===== config.mk =====
export PLATFORM = sky130hd
export DESIGN_NAME = rtm_mode_ctrl
export DESIGN_NICKNAME = d
export VERILOG_FILES = /design/src/rtl/rtm_pkg.sv /design/src/rtl/rtm_mode_ctrl.sv
export SDC_FILE = /design/constraint.sdc
export NUM_CORES = 1
export LEC_CHECK = 0
export ABC_CLOCK_PERIOD_IN_PS = 1800
export BUFFER_PORTS_ARGS = -buffer_cell sky130_fd_sc_hd__buf_2
export CORE_MARGIN = 3
export CORE_UTILIZATION = 50
export CTS_BUF_LIST = sky130_fd_sc_hd__clkbuf_8 sky130_fd_sc_hd__clkbuf_16
export CTS_CLUSTER_SIZE = 40
export DETAILED_ROUTE_END_ITERATION = 10
export GPL_TIMING_DRIVEN = 0
export MAX_ROUTING_LAYER = met4
export PLACE_DENSITY = 0.85
export SKIP_LAST_GASP = 1
export SYNTH_ARGS = -nofsm -noshare
export SYNTH_HDL_FRONTEND = slang
export SYNTH_SLANG_ARGS = --single-unit
export TNS_END_PERCENT = 100

===== constraint.sdc =====
create_clock -name clk -period 1.8 [get_ports clk]
set_clock_uncertainty 0.1 [all_clocks]
set_input_delay 0.27 -clock clk [delete_from_list [all_inputs] [get_ports clk]]
set_output_delay 0.27 -clock clk [all_outputs]
set_load 0.02 [all_outputs]

===== src/rtl/rtm_pkg.sv =====
// Constants and types for the reset-terminal and reserved mode code handler
package rtm_pkg;

  // Register port geometry
  localparam int DW = 16;
  localparam int AW = 4;

  // Register offsets
  localparam logic [AW-1:0] REG_CFG  = 4'h0;  // Configuration
  localparam logic [AW-1:0] REG_ILL  = 4'h1;  // Illegalization bits, codes 8..15
  localparam logic [AW-1:0] REG_STAT = 4'h2;  // Internal status bits
  localparam logic [AW-1:0] REG_DCW  = 4'h3;  // Descriptor control bits
  localparam logic [AW-1:0] REG_MIW  = 4'h4;  // Last message info bits

  // Configuration field positions
  localparam int CFG_UCI  = 0;  // Undefined code invalid
  localparam int CFG_SWRST = 1;  // Software reset, self clearing

  // Status field positions
  localparam int STAT_BUSY  = 1;
  localparam int STAT_FLGINH = 3;
  localparam int STAT_SHDA  = 4;
  localparam int STAT_SHDB  = 5;

  // Values after reset
  localparam logic [DW-1:0] CFG_RST = 16'h0000;
  localparam logic [DW-1:0] ILL_RST = 16'h0000;

  // Mode codes handled here
  localparam logic [4:0] CODE_RESET = 5'h08;
  localparam logic [1:0] CODE_GROUP = 2'h1;   // Upper bits of codes 8..15

  // Built-in-test word in shared RAM and its cleared value
  localparam logic [DW-1:0] BIT_WORD_ADDR  = 16'h0013;
  localparam logic [DW-1:0] BIT_WORD_CLEAR = 16'h0000;

  // Decoded mode code message, reported once at message end
  typedef struct packed {
    logic       valid;   // Command word valid
    logic       tr;      // Transmit/receive bit
    logic       bcastAddr;  // Broadcast address
    logic       bus;     // Bus the command came on
    logic       contig;  // A data word followed contiguously
    logic [4:0] code;    // Mode code
  } rtm_msg_t;

  // Internal status bits, bit 5 downward
  typedef struct packed {
    logic shdB;   // Transmitter B shut down
    logic shdA;   // Transmitter A shut down
    logic flagInh;    // Terminal flag inhibited
    logic bcastRcvd;  // Broadcast received status
    logic busy;       // Busy status
    logic msgErr;     // Message error status
  } rtm_stat_t;

  // Descriptor control word bits
  typedef struct packed {
    logic pingPong;   // Ping-pong select
    logic bcastFlag;  // Broadcast message flag
    logic descAcc;    // Descriptor accessed flag
  } rtm_dcw_t;

  // Message info word bits
  typedef struct packed {
    logic word_count_error_flag;   // Word count error flag
    logic gap_error_flag;   // Gap error flag
    logic termToTerm;  // Terminal-to-terminal flag
    logic illCmd;      // Illegal command flag
    logic msgErrFlag;  // Message error flag
    logic busSide;  // Bus side flag
  } rtm_miw_t;

  // Interrupts offered for one message
  typedef struct packed {
    logic illCmd;      // Illegal command
    logic msgErr;      // Message error
    logic bcastRcvd;   // Broadcast received
    logic descAccess;  // Descriptor access
  } rtm_int_t;

endpackage


===== src/rtl/rtm_mode_ctrl.sv =====
// Reset-terminal and reserved mode code handler of a 1553 remote terminal
`timescale 1ns/1ns
module rtm_mode_ctrl
  import rtm_pkg::*;
(
  // Clock and reset
  input  wire logic            clk,
  input  wire logic            rst_n,
  input  wire logic            masterResetPin,  // Asynchronous pin, active high
  // Register port
  input  wire logic [AW-1:0]   regAddr,
  input  wire logic [DW-1:0]   regWrData,
  input  wire logic            regWrStb,
  input  wire logic            regRdStb,
  output logic      [DW-1:0]   regRdData_q,
  // Decoder side
  input  wire logic            msgStb,      // One-cycle message end
  input  wire rtm_msg_t        msg,
  input  wire logic            statusDone,  // Status word sent
  // Status and transmitter control
  output rtm_stat_t            stat_q,
  output logic                 txStatusReq_q,
  // Shared RAM words
  output logic                 dcWr_q,
  output rtm_dcw_t             dcw_q,
  output logic                 miWr_q,
  output rtm_miw_t             miw_q,
  output logic                 ramWr_q,
  output logic      [DW-1:0]   ramAddr_q,
  output logic      [DW-1:0]   ramData_q,
  // Interrupts offered
  output rtm_int_t             intOffer_q
);

  // Handler states
  typedef enum logic [1:0] {ST_IDLE, ST_WAIT_TX, ST_CLEANUP} rtm_state_t;

  rtm_state_t      state_q;     // Current state
  rtm_state_t      state_d;     // Next state
  logic [1:0]      pinSync_q;   // Master reset pin synchroniser
  logic            swRst_q;     // Software reset pulse
  logic            stateRst;    // Any reset of the handler state
  logic [DW-1:0]   cfg_q;       // Configuration
  logic [DW-1:0]   ill_q;       // Illegalization bits
  rtm_stat_t       stat_d;
  rtm_dcw_t        dcw_d;
  rtm_miw_t        miw_d;
  rtm_int_t        int_d;
  logic [DW-1:0]   rdMux;

  // Master reset pin passes two flops before use
  always_ff @(posedge clk) begin
    if (!rst_n) begin
      pinSync_q <= 2'h0;
    end else begin
      pinSync_q <= {pinSync_q[0], masterResetPin};
    end
  end

  // Any of the three reset paths returns the handler to its reset state
  assign stateRst = !rst_n || pinSync_q[1] || swRst_q;

  // Register decode
  wire wrCfg  = regWrStb && (regAddr == REG_CFG);
  wire wrIll  = regWrStb && (regAddr == REG_ILL);
  wire wrStat = regWrStb && (regAddr == REG_STAT);
  wire wrDcw  = regWrStb && (regAddr == REG_DCW);

  // Message classification
  wire inGroup  = msg.code[4:3] == CODE_GROUP;      // Codes 8..15
  wire isReset  = msg.code == CODE_RESET;
  wire idle     = state_q == ST_IDLE;
  wire ignore   = !msg.valid || (!msg.tr && cfg_q[CFG_UCI]);
  wire accept   = msgStb && idle && inGroup && !ignore;
  // Transmit codes index the low byte, receive codes the high byte
  wire illBit   = ill_q[{!msg.tr, msg.code[2:0]}];
  // The transmit reset command is always legal
  wire illegal  = !msg.contig && illBit && !(msg.tr && isReset);
  wire rsvTx    = msg.tr && !isReset;
  wire resetCmd = msg.tr && isReset && !msg.contig;

  // Descriptor control word for an accepted message
  always_comb begin
    dcw_d       = dcw_q;
    dcw_d.descAcc   = !resetCmd;
    dcw_d.bcastFlag = msg.contig ? 1'b0 : msg.bcastAddr;
    dcw_d.pingPong  = !dcw_q.pingPong;
  end

  // Message info word for an accepted message
  always_comb begin
    miw_d         = '0;
    // Legal reserved transmit codes without a data word clear the bus side
    miw_d.busSide = (rsvTx && !msg.contig && !illegal) ? 1'b0 : msg.bus;
    miw_d.msgErrFlag = msg.contig || illegal;
    miw_d.illCmd     = illegal;
    miw_d.gap_error_flag  = msg.contig && isReset;
    miw_d.word_count_error_flag  = msg.contig && !isReset;
  end

  // Interrupts offered for an accepted message
  always_comb begin
    int_d       = '0;
    int_d.descAccess = 1'b1;
    // Reserved transmit codes offer no broadcast interrupt
    int_d.bcastRcvd  = !msg.contig && msg.bcastAddr && !rsvTx;
    int_d.msgErr     = msg.contig;
    int_d.illCmd     = illegal;
  end

  // Status bits: message outcome, cleanup, host writes
  always_comb begin
    stat_d = stat_q;
    if (accept) begin
      stat_d.msgErr = msg.contig || illegal;
      if (!msg.contig && msg.bcastAddr) begin
        stat_d.bcastRcvd = 1'b1;
      end
    end else if (state_q == ST_CLEANUP) begin
      stat_d.msgErr    = 1'b0;
      stat_d.busy      = 1'b0;
      stat_d.bcastRcvd = 1'b0;
      stat_d.flagInh   = 1'b0;
      stat_d.shdA  = 1'b0;
      stat_d.shdB  = 1'b0;
    end
    // A host write wins over a clear in the same cycle
    if (wrStat) begin
      stat_d.busy  = regWrData[STAT_BUSY];
      stat_d.flagInh = regWrData[STAT_FLGINH];
      stat_d.shdA  = regWrData[STAT_SHDA];
      stat_d.shdB  = regWrData[STAT_SHDB];
    end
  end

  // Next state of the reset sequence
  always_comb begin
    state_d = state_q;
    case (state_q)
      ST_IDLE: begin
        if (accept && resetCmd) begin
          // Broadcast sends no status, so clean up at once
          state_d = msg.bcastAddr ? ST_CLEANUP : ST_WAIT_TX;
        end
      end
      ST_WAIT_TX: begin
        if (statusDone) begin
          state_d = ST_CLEANUP;
        end
      end
      ST_CLEANUP: begin
        state_d = ST_IDLE;
      end
      default: begin
        state_d = ST_IDLE;
      end
    endcase
  end

  // Read data select; unmapped offsets read zero
  assign rdMux = (regAddr == REG_CFG)  ? cfg_q :
                 (regAddr == REG_ILL)  ? ill_q :
                 (regAddr == REG_STAT) ? {10'h000, stat_q} :
                 (regAddr == REG_DCW)  ? {13'h0000, dcw_q} :
                 (regAddr == REG_MIW)  ? {10'h000, miw_q} : 16'h0000;

  // Software reset pulse; the bit itself never stays set
  always_ff @(posedge clk) begin
    if (stateRst) begin
      swRst_q <= 1'b0;
    end else begin
      swRst_q <= wrCfg && regWrData[CFG_SWRST];
    end
  end

  // Configuration, touched only by the host
  always_ff @(posedge clk) begin
    if (stateRst) begin
      cfg_q <= CFG_RST;
      ill_q <= ILL_RST;
    end else begin
      // The reset command has no path into these
      if (wrCfg) cfg_q <= regWrData & ~(16'h0001 << CFG_SWRST);
      if (wrIll) ill_q <= regWrData;
    end
  end

  // State and status
  always_ff @(posedge clk) begin
    if (stateRst) begin
      state_q <= ST_IDLE;
      stat_q  <= '0;
    end else begin
      state_q <= state_d;
      stat_q  <= stat_d;
    end
  end

  // Descriptor and info words; hardware update wins over host write
  always_ff @(posedge clk) begin
    if (stateRst) begin
      dcw_q <= '0;
      miw_q <= '0;
    end else if (accept) begin
      dcw_q <= dcw_d;
      miw_q <= miw_d;
    end else if (wrDcw) begin
      dcw_q <= regWrData[2:0];
    end
  end

  // One-cycle outputs per accepted message
  always_ff @(posedge clk) begin
    if (stateRst) begin
      dcWr_q        <= 1'b0;
      miWr_q        <= 1'b0;
      intOffer_q    <= '0;
      txStatusReq_q <= 1'b0;
    end else begin
      dcWr_q        <= accept;
      miWr_q        <= accept;
      intOffer_q    <= accept ? int_d : '0;
      // No status for broadcast or contiguous data
      txStatusReq_q <= accept && !msg.contig && !msg.bcastAddr;
    end
  end

  // Built-in-test word clear in shared RAM
  always_ff @(posedge clk) begin
    if (stateRst) begin
      ramWr_q   <= 1'b0;
      ramAddr_q <= 16'h0000;
      ramData_q <= 16'h0000;
    end else begin
      ramWr_q   <= state_q == ST_CLEANUP;
      ramAddr_q <= BIT_WORD_ADDR;
      ramData_q <= BIT_WORD_CLEAR;
    end
  end

  // Read data stands only in the cycle after the strobe
  always_ff @(posedge clk) begin
    if (!rst_n) begin
      regRdData_q <= 16'h0000;
    end else begin
      regRdData_q <= regRdStb ? rdMux : 16'h0000;
    end
  end
endmodule


==> impl_metrics.env, run 1 <==
export IMPL_status="finished, final reports clean"
export IMPL_rr_worst_depth=6
export IMPL_pwr_density_cell_mw_per_mm2=827
export IMPL_synth_top_cell_area_share_pct=45.8
export IMPL_grt_pass1_wl_um=12800
export IMPL_place_inst=552
export IMPL_p_switching_mw=0.883
export IMPL_antenna_cells=0
export IMPL_syn_cell_area_mm2=0.00319
export IMPL_num_rows=28
export IMPL_critPathRequiredTime_ns=1.98
export IMPL_min_delay_path_depth=2
export IMPL_drt_drc_violations_left=0
export IMPL_pwr_share_clk_pct=39.0
export IMPL_setup_worst_path_start_class="register"
export IMPL_synth_yosys_seq_area_share_pct=45.8
export IMPL_clock_sinks=73
export IMPL_grt_overflow=0
export IMPL_cp_buffers_inverters=1
export IMPL_cts_hold_buf=0
export IMPL_hold_path_class="input port to register"
export IMPL_place_congestion=0.888
export IMPL_clk_latency_ns=0.35
export IMPL_cts_root_buffer="clkbuf_8"
export IMPL_intPower_mw=2.41
export IMPL_reg2reg_slack_ns=0.08
export IMPL_cts_tree="yes"
export IMPL_ant_nets=0
export IMPL_multi_input_area_mm2=0.00147
export IMPL_ys_ff_latch=73
export IMPL_slowest_stage="dfxtp_1"
export IMPL_seq_area_mm2=0.00146
export IMPL_arrival_ns=1.90
export IMPL_nets=526
export IMPL_syn_inst=374
export IMPL_start_util_pct=52.6
export IMPL_peakVddDrop_mv=0.470
export IMPL_comb_power_share_pct=11.0
export IMPL_first_iter_violations=224
export IMPL_switching_share_pct=26.8
export IMPL_grt_total_usage_pct=22.9
export IMPL_slew_viol_final=0
export IMPL_layout_drive_gt1_share_pct=29.8
export IMPL_stdcell_count=569
export IMPL_fmax_mhz=583
export IMPL_slowest_delay_ns=0.33
export IMPL_routed_wl_um=8140
export IMPL_critPathKind="register to register"
export IMPL_vias=2969
export IMPL_die_w_um=85.9
export IMPL_io_buffers=74
export IMPL_holdWs_ns=0.0292
export IMPL_yosys_warnings=0
export IMPL_routed_via_density=5.22
export IMPL_cp_cell_sequence="nand4bb_1 > a211o_1 > buf_6 > nor4_4 > nand2b_1 > a211oi_2"
export IMPL_fp_dieArea_mm2=0.00738
export IMPL_antenna_found_initial=0
export IMPL_synth_edff_count=0
export IMPL_period_needed_ns=1.72
export IMPL_first_pass_iters=6
export IMPL_yosys_area_top_type="dfxtp_1"
export IMPL_syn_to_final_growth_pct=24.8
export IMPL_numCtsBuffers=9
export IMPL_r2r_end="state_q[0]$_SDFFE_PN0P_"
export IMPL_synth_most_common_cell="nand2_1"
export IMPL_worstHoldStart="masterResetPin"
export IMPL_pin_count=108
export IMPL_die_h_um=85.9
export IMPL_p_leak_nw=1.78
export IMPL_end_kind="register"
export IMPL_r2r_start="state_q[0]$_SDFFE_PN0P_"
export IMPL_hpwlAfterDp_um=6080
export IMPL_rsz0062_at_grt="true"
export IMPL_n_fill_cell=504
export IMPL_clk_pin_slew_worst_paths_ns=0.08
export IMPL_wire_per_inst_um=14.3
export IMPL_h_tree_depth=3
export IMPL_maxCapViolations=0
export IMPL_cts_path_max_buffers=2
export IMPL_p_seq_share_pct=49.9
export IMPL_synth_area_leaders="dfxtp_1 (46%), nand2_1 (9.9%), buf_4 (8.5%)"
export IMPL_grt_max_degree=14
export IMPL_tightest_slew_ns=0.754
export IMPL_p_total_mw=3.29
export IMPL_coreArea_mm2=0.00606
export IMPL_syn_avg_cell_area_um2=8.53
export IMPL_period_share_pct=95.4
export IMPL_slew_headroom_pct=49.6
export IMPL_synth_cell_types=46
export IMPL_hold_violations=0
export IMPL_critical_path_peak_fanout=10
export IMPL_async_flop_share_pct=0
export IMPL_min_to="pinSync_q[0]$_SDFF_PN0_"
export IMPL_synth_flop_cell="dfxtp_1"
export IMPL_path_delay_family="simple AND/OR/NAND/NOR gates"
export IMPL_grt_pass1_vias=2675
export IMPL_finalSetupViolations=0
export IMPL_synthTopCellsByCount="nand2_1 (84), dfxtp_1 (73), a21oi_1 (49), buf_4 (36), clkbuf_1 (13)"
-- registers in the layout (all words and copies together), names as in the netlist --
register / count
ill_q: 16
regRdData_q: 16
cfg_q: 15
stat_q: 6
miw_q: 5
dcw_q: 3
intOffer_q: 3
pinSync_q: 2
state_q: 2
miWr_q: 1
ramAddr_q: 1
ramWr_q: 1
swRst_q: 1
txStatusReq_q: 1
-- per-stage QoR --
| stage | utilization [%] | setup slack (ns) | setup TNS [ns] | cell area, um2 |
|---|---|---|---|---|
| after floorplan | - | 0.233 | 0 | 3300 |
| after global placement | 62.1 | -0.134 | -3.21 | 3760 |
| after detailed placement | 62.1 | -0.194 | -4.89 | 3760 |
| after CTS | 65.4 | 0.00316 | 0 | 3960 |
| after global routing | 65.7 | -0.0421 | -0.0421 | 3980 |
| final | 65.7 | 0.0836 | 0 | 3980 |
-- worst reg2reg max path: cells and delay by family, from the launching register on --
| family | cells | cell delay, ns |
|---|---|---|
| simple gates | 3 | 0.64 |
| compound gates | 2 | 0.43 |
| flops | 1 | 0.33 |
| buf+inv | 1 | 0.15 |
-- logic make-up after synthesis --
group | synth area share (%)
flip-flops | 45.8
multiplexers | 5.22
buffers and inverters | 11.8
AND/OR/NAND/NOR | 21.2
AO/OA/AOI/OAI | 15.8
other | 0.118
-- power by group through the flow --
| stage | clock network [mW] | logic (mW) | registers, mW |
|---|---|---|---|
| after floorplan | 0 | 0.236 | 1.69 |
| after global placement | 0 | 0.348 | 1.68 |
| after detailed placement | 0 | 0.352 | 1.68 |
| after CTS | 1.29 | 0.355 | 1.64 |
| after global routing | 1.34 | 0.392 | 1.65 |
| final | 1.29 | 0.363 | 1.64 |
-- placed cells by master, fill, tap and decap left out, drive strengths merged, types with 4 or more instances in the layout --
cell type and count:
buf 117, nand2 84, dfxtp 73, a21oi 49, conb 30, clkbuf 21, nor2 13, mux2i 11
nand3 11, a22o 9, inv 8, o21ai 8, nand2b 7, nor4 5, and2 4, clkinv 4
-- how the worst max path moves through the flow --
| stage | start | cells after the start | endpoint | slack, ns |
|---|---|---|---|---|
| global route | state_q[0]$_SDFFE_PN0P_ | 6 | state_q[0]$_SDFFE_PN0P_ | -0.04 |
| CTS | pinSync_q[1]$_SDFF_PN0_ | 5 | miw_q[4]$_SDFFE_PN0P_ | 0.003 |
| floorplan | msg[0] | 5 | stat_q[0]$_SDFFE_PN0P_ | 0.23 |
| detailed placement | regAddr[3] | 7 | cfg_q[11]$_SDFFE_PN0N_ | -0.19 |
| global placement | rst_n | 6 | ramWr_q$_SDFF_PN0_ | -0.13 |
| finish | state_q[0]$_SDFFE_PN0P_ | 6 | state_q[0]$_SDFFE_PN0P_ | 0.08 |
-- layout make-up --
class	instances	area share, %
buffer	54	8.96
clock buffer	9	3.11
clock inverter	7	1.82
inverter	7	0.660
multi-input combinational	269	36.9
sequential	73	36.7
tap	75	2.36
timing repair buffer	75	9.49
-- routing by layer --
metal / GRT usage (%) / vias up / routed length, um
met5: - / - / 0
met4: 10.2 / 0 / 214
met3: 4.90 / 30 / 683
met2: 36.8 / 156 / 3960
met1: 27.6 / 1334 / 3290
li1: - / 1449 / -
-- what timing repair did --
item / 4_1_cts / 5_1_grt
pin swaps: 0 / 3
cloned: 0 / 0
endpoints found under the setup margin: 20 / 27
resized for setup: 2 / 9
setup buffers: 0 / 1
No activity file was read; power rests on OpenSTA's default activity.
==> run 2, diff against run 1 <==
==> constraint.sdc (replaced) <==
create_clock -name clk -period 1.8 [get_ports clk]
set_clock_uncertainty 0.1 [all_clocks]
set_input_delay 0.18 -clock clk [delete_from_list [all_inputs] [get_ports clk]]
set_output_delay 0.18 -clock clk [all_outputs]
set_load 0.02 [all_outputs]
==> impl_metrics.env, run 2 (synthesized netlist as in run 1, its figures left out) <==
export IMPL_coreArea_mm2=0.00606
export IMPL_fp_dieArea_mm2=0.00738
export IMPL_cts_root_buffer="clkbuf_8"
export IMPL_peakVddDrop_mv=0.476
export IMPL_slew_headroom_pct=55.0
export IMPL_startpoint="state_q[0]$_SDFFE_PN0P_"
export IMPL_grt_total_usage_pct=23.8
export IMPL_numCtsBuffers=9
export IMPL_slew_viol_final=0
export IMPL_p_leak_nw=1.87
export IMPL_antenna_found_initial=0
export IMPL_critPathRequiredTime_ns=1.97
export IMPL_p_total_mw=3.32
export IMPL_pwr_density_cell_mw_per_mm2=792
export IMPL_use_met2_pct=37.8
export IMPL_syn_to_final_growth_pct=31.4
export IMPL_use_met1_pct=28.4
export IMPL_rr_worst_depth=6
export IMPL_ant_nets=0
export IMPL_critical_path_peak_fanout=4
export IMPL_fmax_mhz=559
export IMPL_antenna_cells=0
export IMPL_hold_path_class="input port to register"
export IMPL_h_tree_depth=3
export IMPL_arrival_ns=1.96
export IMPL_layout_commonest_cell="nand2_1"
export IMPL_die_h_um=85.9
export IMPL_busiest_layer="met2"
export IMPL_layout_common_cells="nand2_1 (84), buf_2 (78), dfxtp_1 (71)"
export IMPL_period_needed_ns=1.79
export IMPL_period_share_pct=99.5
export IMPL_grt_pass1_wl_um=13400
export IMPL_first_iter_violations=199
export IMPL_io_buffers=74
export IMPL_gr_usage_met3_pct=5.09
export IMPL_drt_drc_violations_left=0
export IMPL_vias=3062
export IMPL_layout_drive_gt1_share_pct=29.1
export IMPL_hpwlAfterDp_um=6080
export IMPL_critPathKind="register to register"
export IMPL_first_pass_iters=8
export IMPL_setup_worst_path_start_class="register"
export IMPL_holdWs_ns=0.00963
export IMPL_place_congestion=0.888
export IMPL_wire_per_inst_um=14.4
export IMPL_cts_tree="yes"
export IMPL_routed_wl_um=8480
export IMPL_clk_pin_slew_worst_paths_ns=0.08
export IMPL_pin_count=108
export IMPL_worstHoldStart="regWrData[5]"
export IMPL_maxCapViolations=0
export IMPL_clock_sinks=73
export IMPL_status="finished, final reports clean"
export IMPL_min_delay_path_depth=3
export IMPL_start_util_pct=52.6
export IMPL_fin_util_pct=69.2
export IMPL_nets=548
export IMPL_finalSetupViolations=0
export IMPL_routed_via_density=5.18
export IMPL_cts_path_max_buffers=2
export IMPL_tightest_slew_ns=0.673
export IMPL_die_w_um=85.9
export IMPL_largestRegisters="ill_q: 16 flops, regRdData_q: 16 flops, cfg_q: 15 flops"
export IMPL_grt_pass1_vias=2814
export IMPL_clk_latency_ns=0.35
export IMPL_end_kind="register"
export IMPL_grt_max_degree=14
export IMPL_num_rows=28
export IMPL_hold_violations=0
export IMPL_grt_overflow=0
export IMPL_rsz0062_at_grt="true"
export IMPL_r2r_start="state_q[0]$_SDFFE_PN0P_"
## run 2: cell types whose count changed in the layout (fill, tap and decap cells not counted), sizes merged
cell / before / now
dlygate4sd3: 0 / 20
clkbuf: 21 / 22
buf: 117 / 118
## run 2: critical path: stages (launching register included)
cell	delay, ns
dfxtp_2	0.33
nand4bb_1	0.20
a211o_1	0.30
buf_6	0.13
nor4_4	0.33
nand2b_1	0.13
a211oi_2	0.18
## run 2: where the power goes
group	total, mW	internal [mW]	switching (mW)
Sequential	1.64	1.63	0.0124
Clock	1.28	0.639	0.638
Combinational	0.397	0.167	0.230
Total	3.32	2.44	0.881
## run 2: path summary, 6_finish.rpt
check / endpoint / slack, ns
min: stat_q[5]$_SDFFE_PN0P_ / 0.01
max: state_q[0]$_SDFFE_PN0P_ / 0.01
min reg2reg: state_q[0]$_SDFFE_PN0P_ / 0.34
max reg2reg: state_q[0]$_SDFFE_PN0P_ / 0.01
## run 2: final cells by class
type | instances | area [um2]
Buffer | 54 | 357
Clock buffer | 9 | 124
Clock inverter | 7 | 72.6
Fill cell | 477 | 1870
Inverter | 7 | 26.3
Multi-Input combinational cell | 269 | 1460
Sequential cell | 73 | 1460
Tap cell | 75 | 93.8
Timing Repair Buffer | 97 | 593
## run 2: per-layer routing
layer	up-vias	wire length, um
li1	1490	-
met1	1377	3340
met2	168	4140
met3	27	744
met4	0	259
met5	-	0
## run 2: timing repair
item,4_1_cts,5_1_grt
gates resized for setup,2,8
hold buffers,20,0
pin swaps,0,4
endpoints found under the setup margin,20,27
endpoints found under the hold margin,34,0
buffers inserted,0,3
## run 2: stage by stage
stage	instances	cell area (um2)	setup slack, ns	TNS (ns)
after floorplan	403	3300	0.245	0
after global placement	552	3760	-0.0438	-0.227
after detailed placement	552	3760	-0.104	-1.23
after CTS	588	4160	0.00316	0
after global routing	591	4190	-0.0830	-0.0830
final	591	4190	0.00951	0
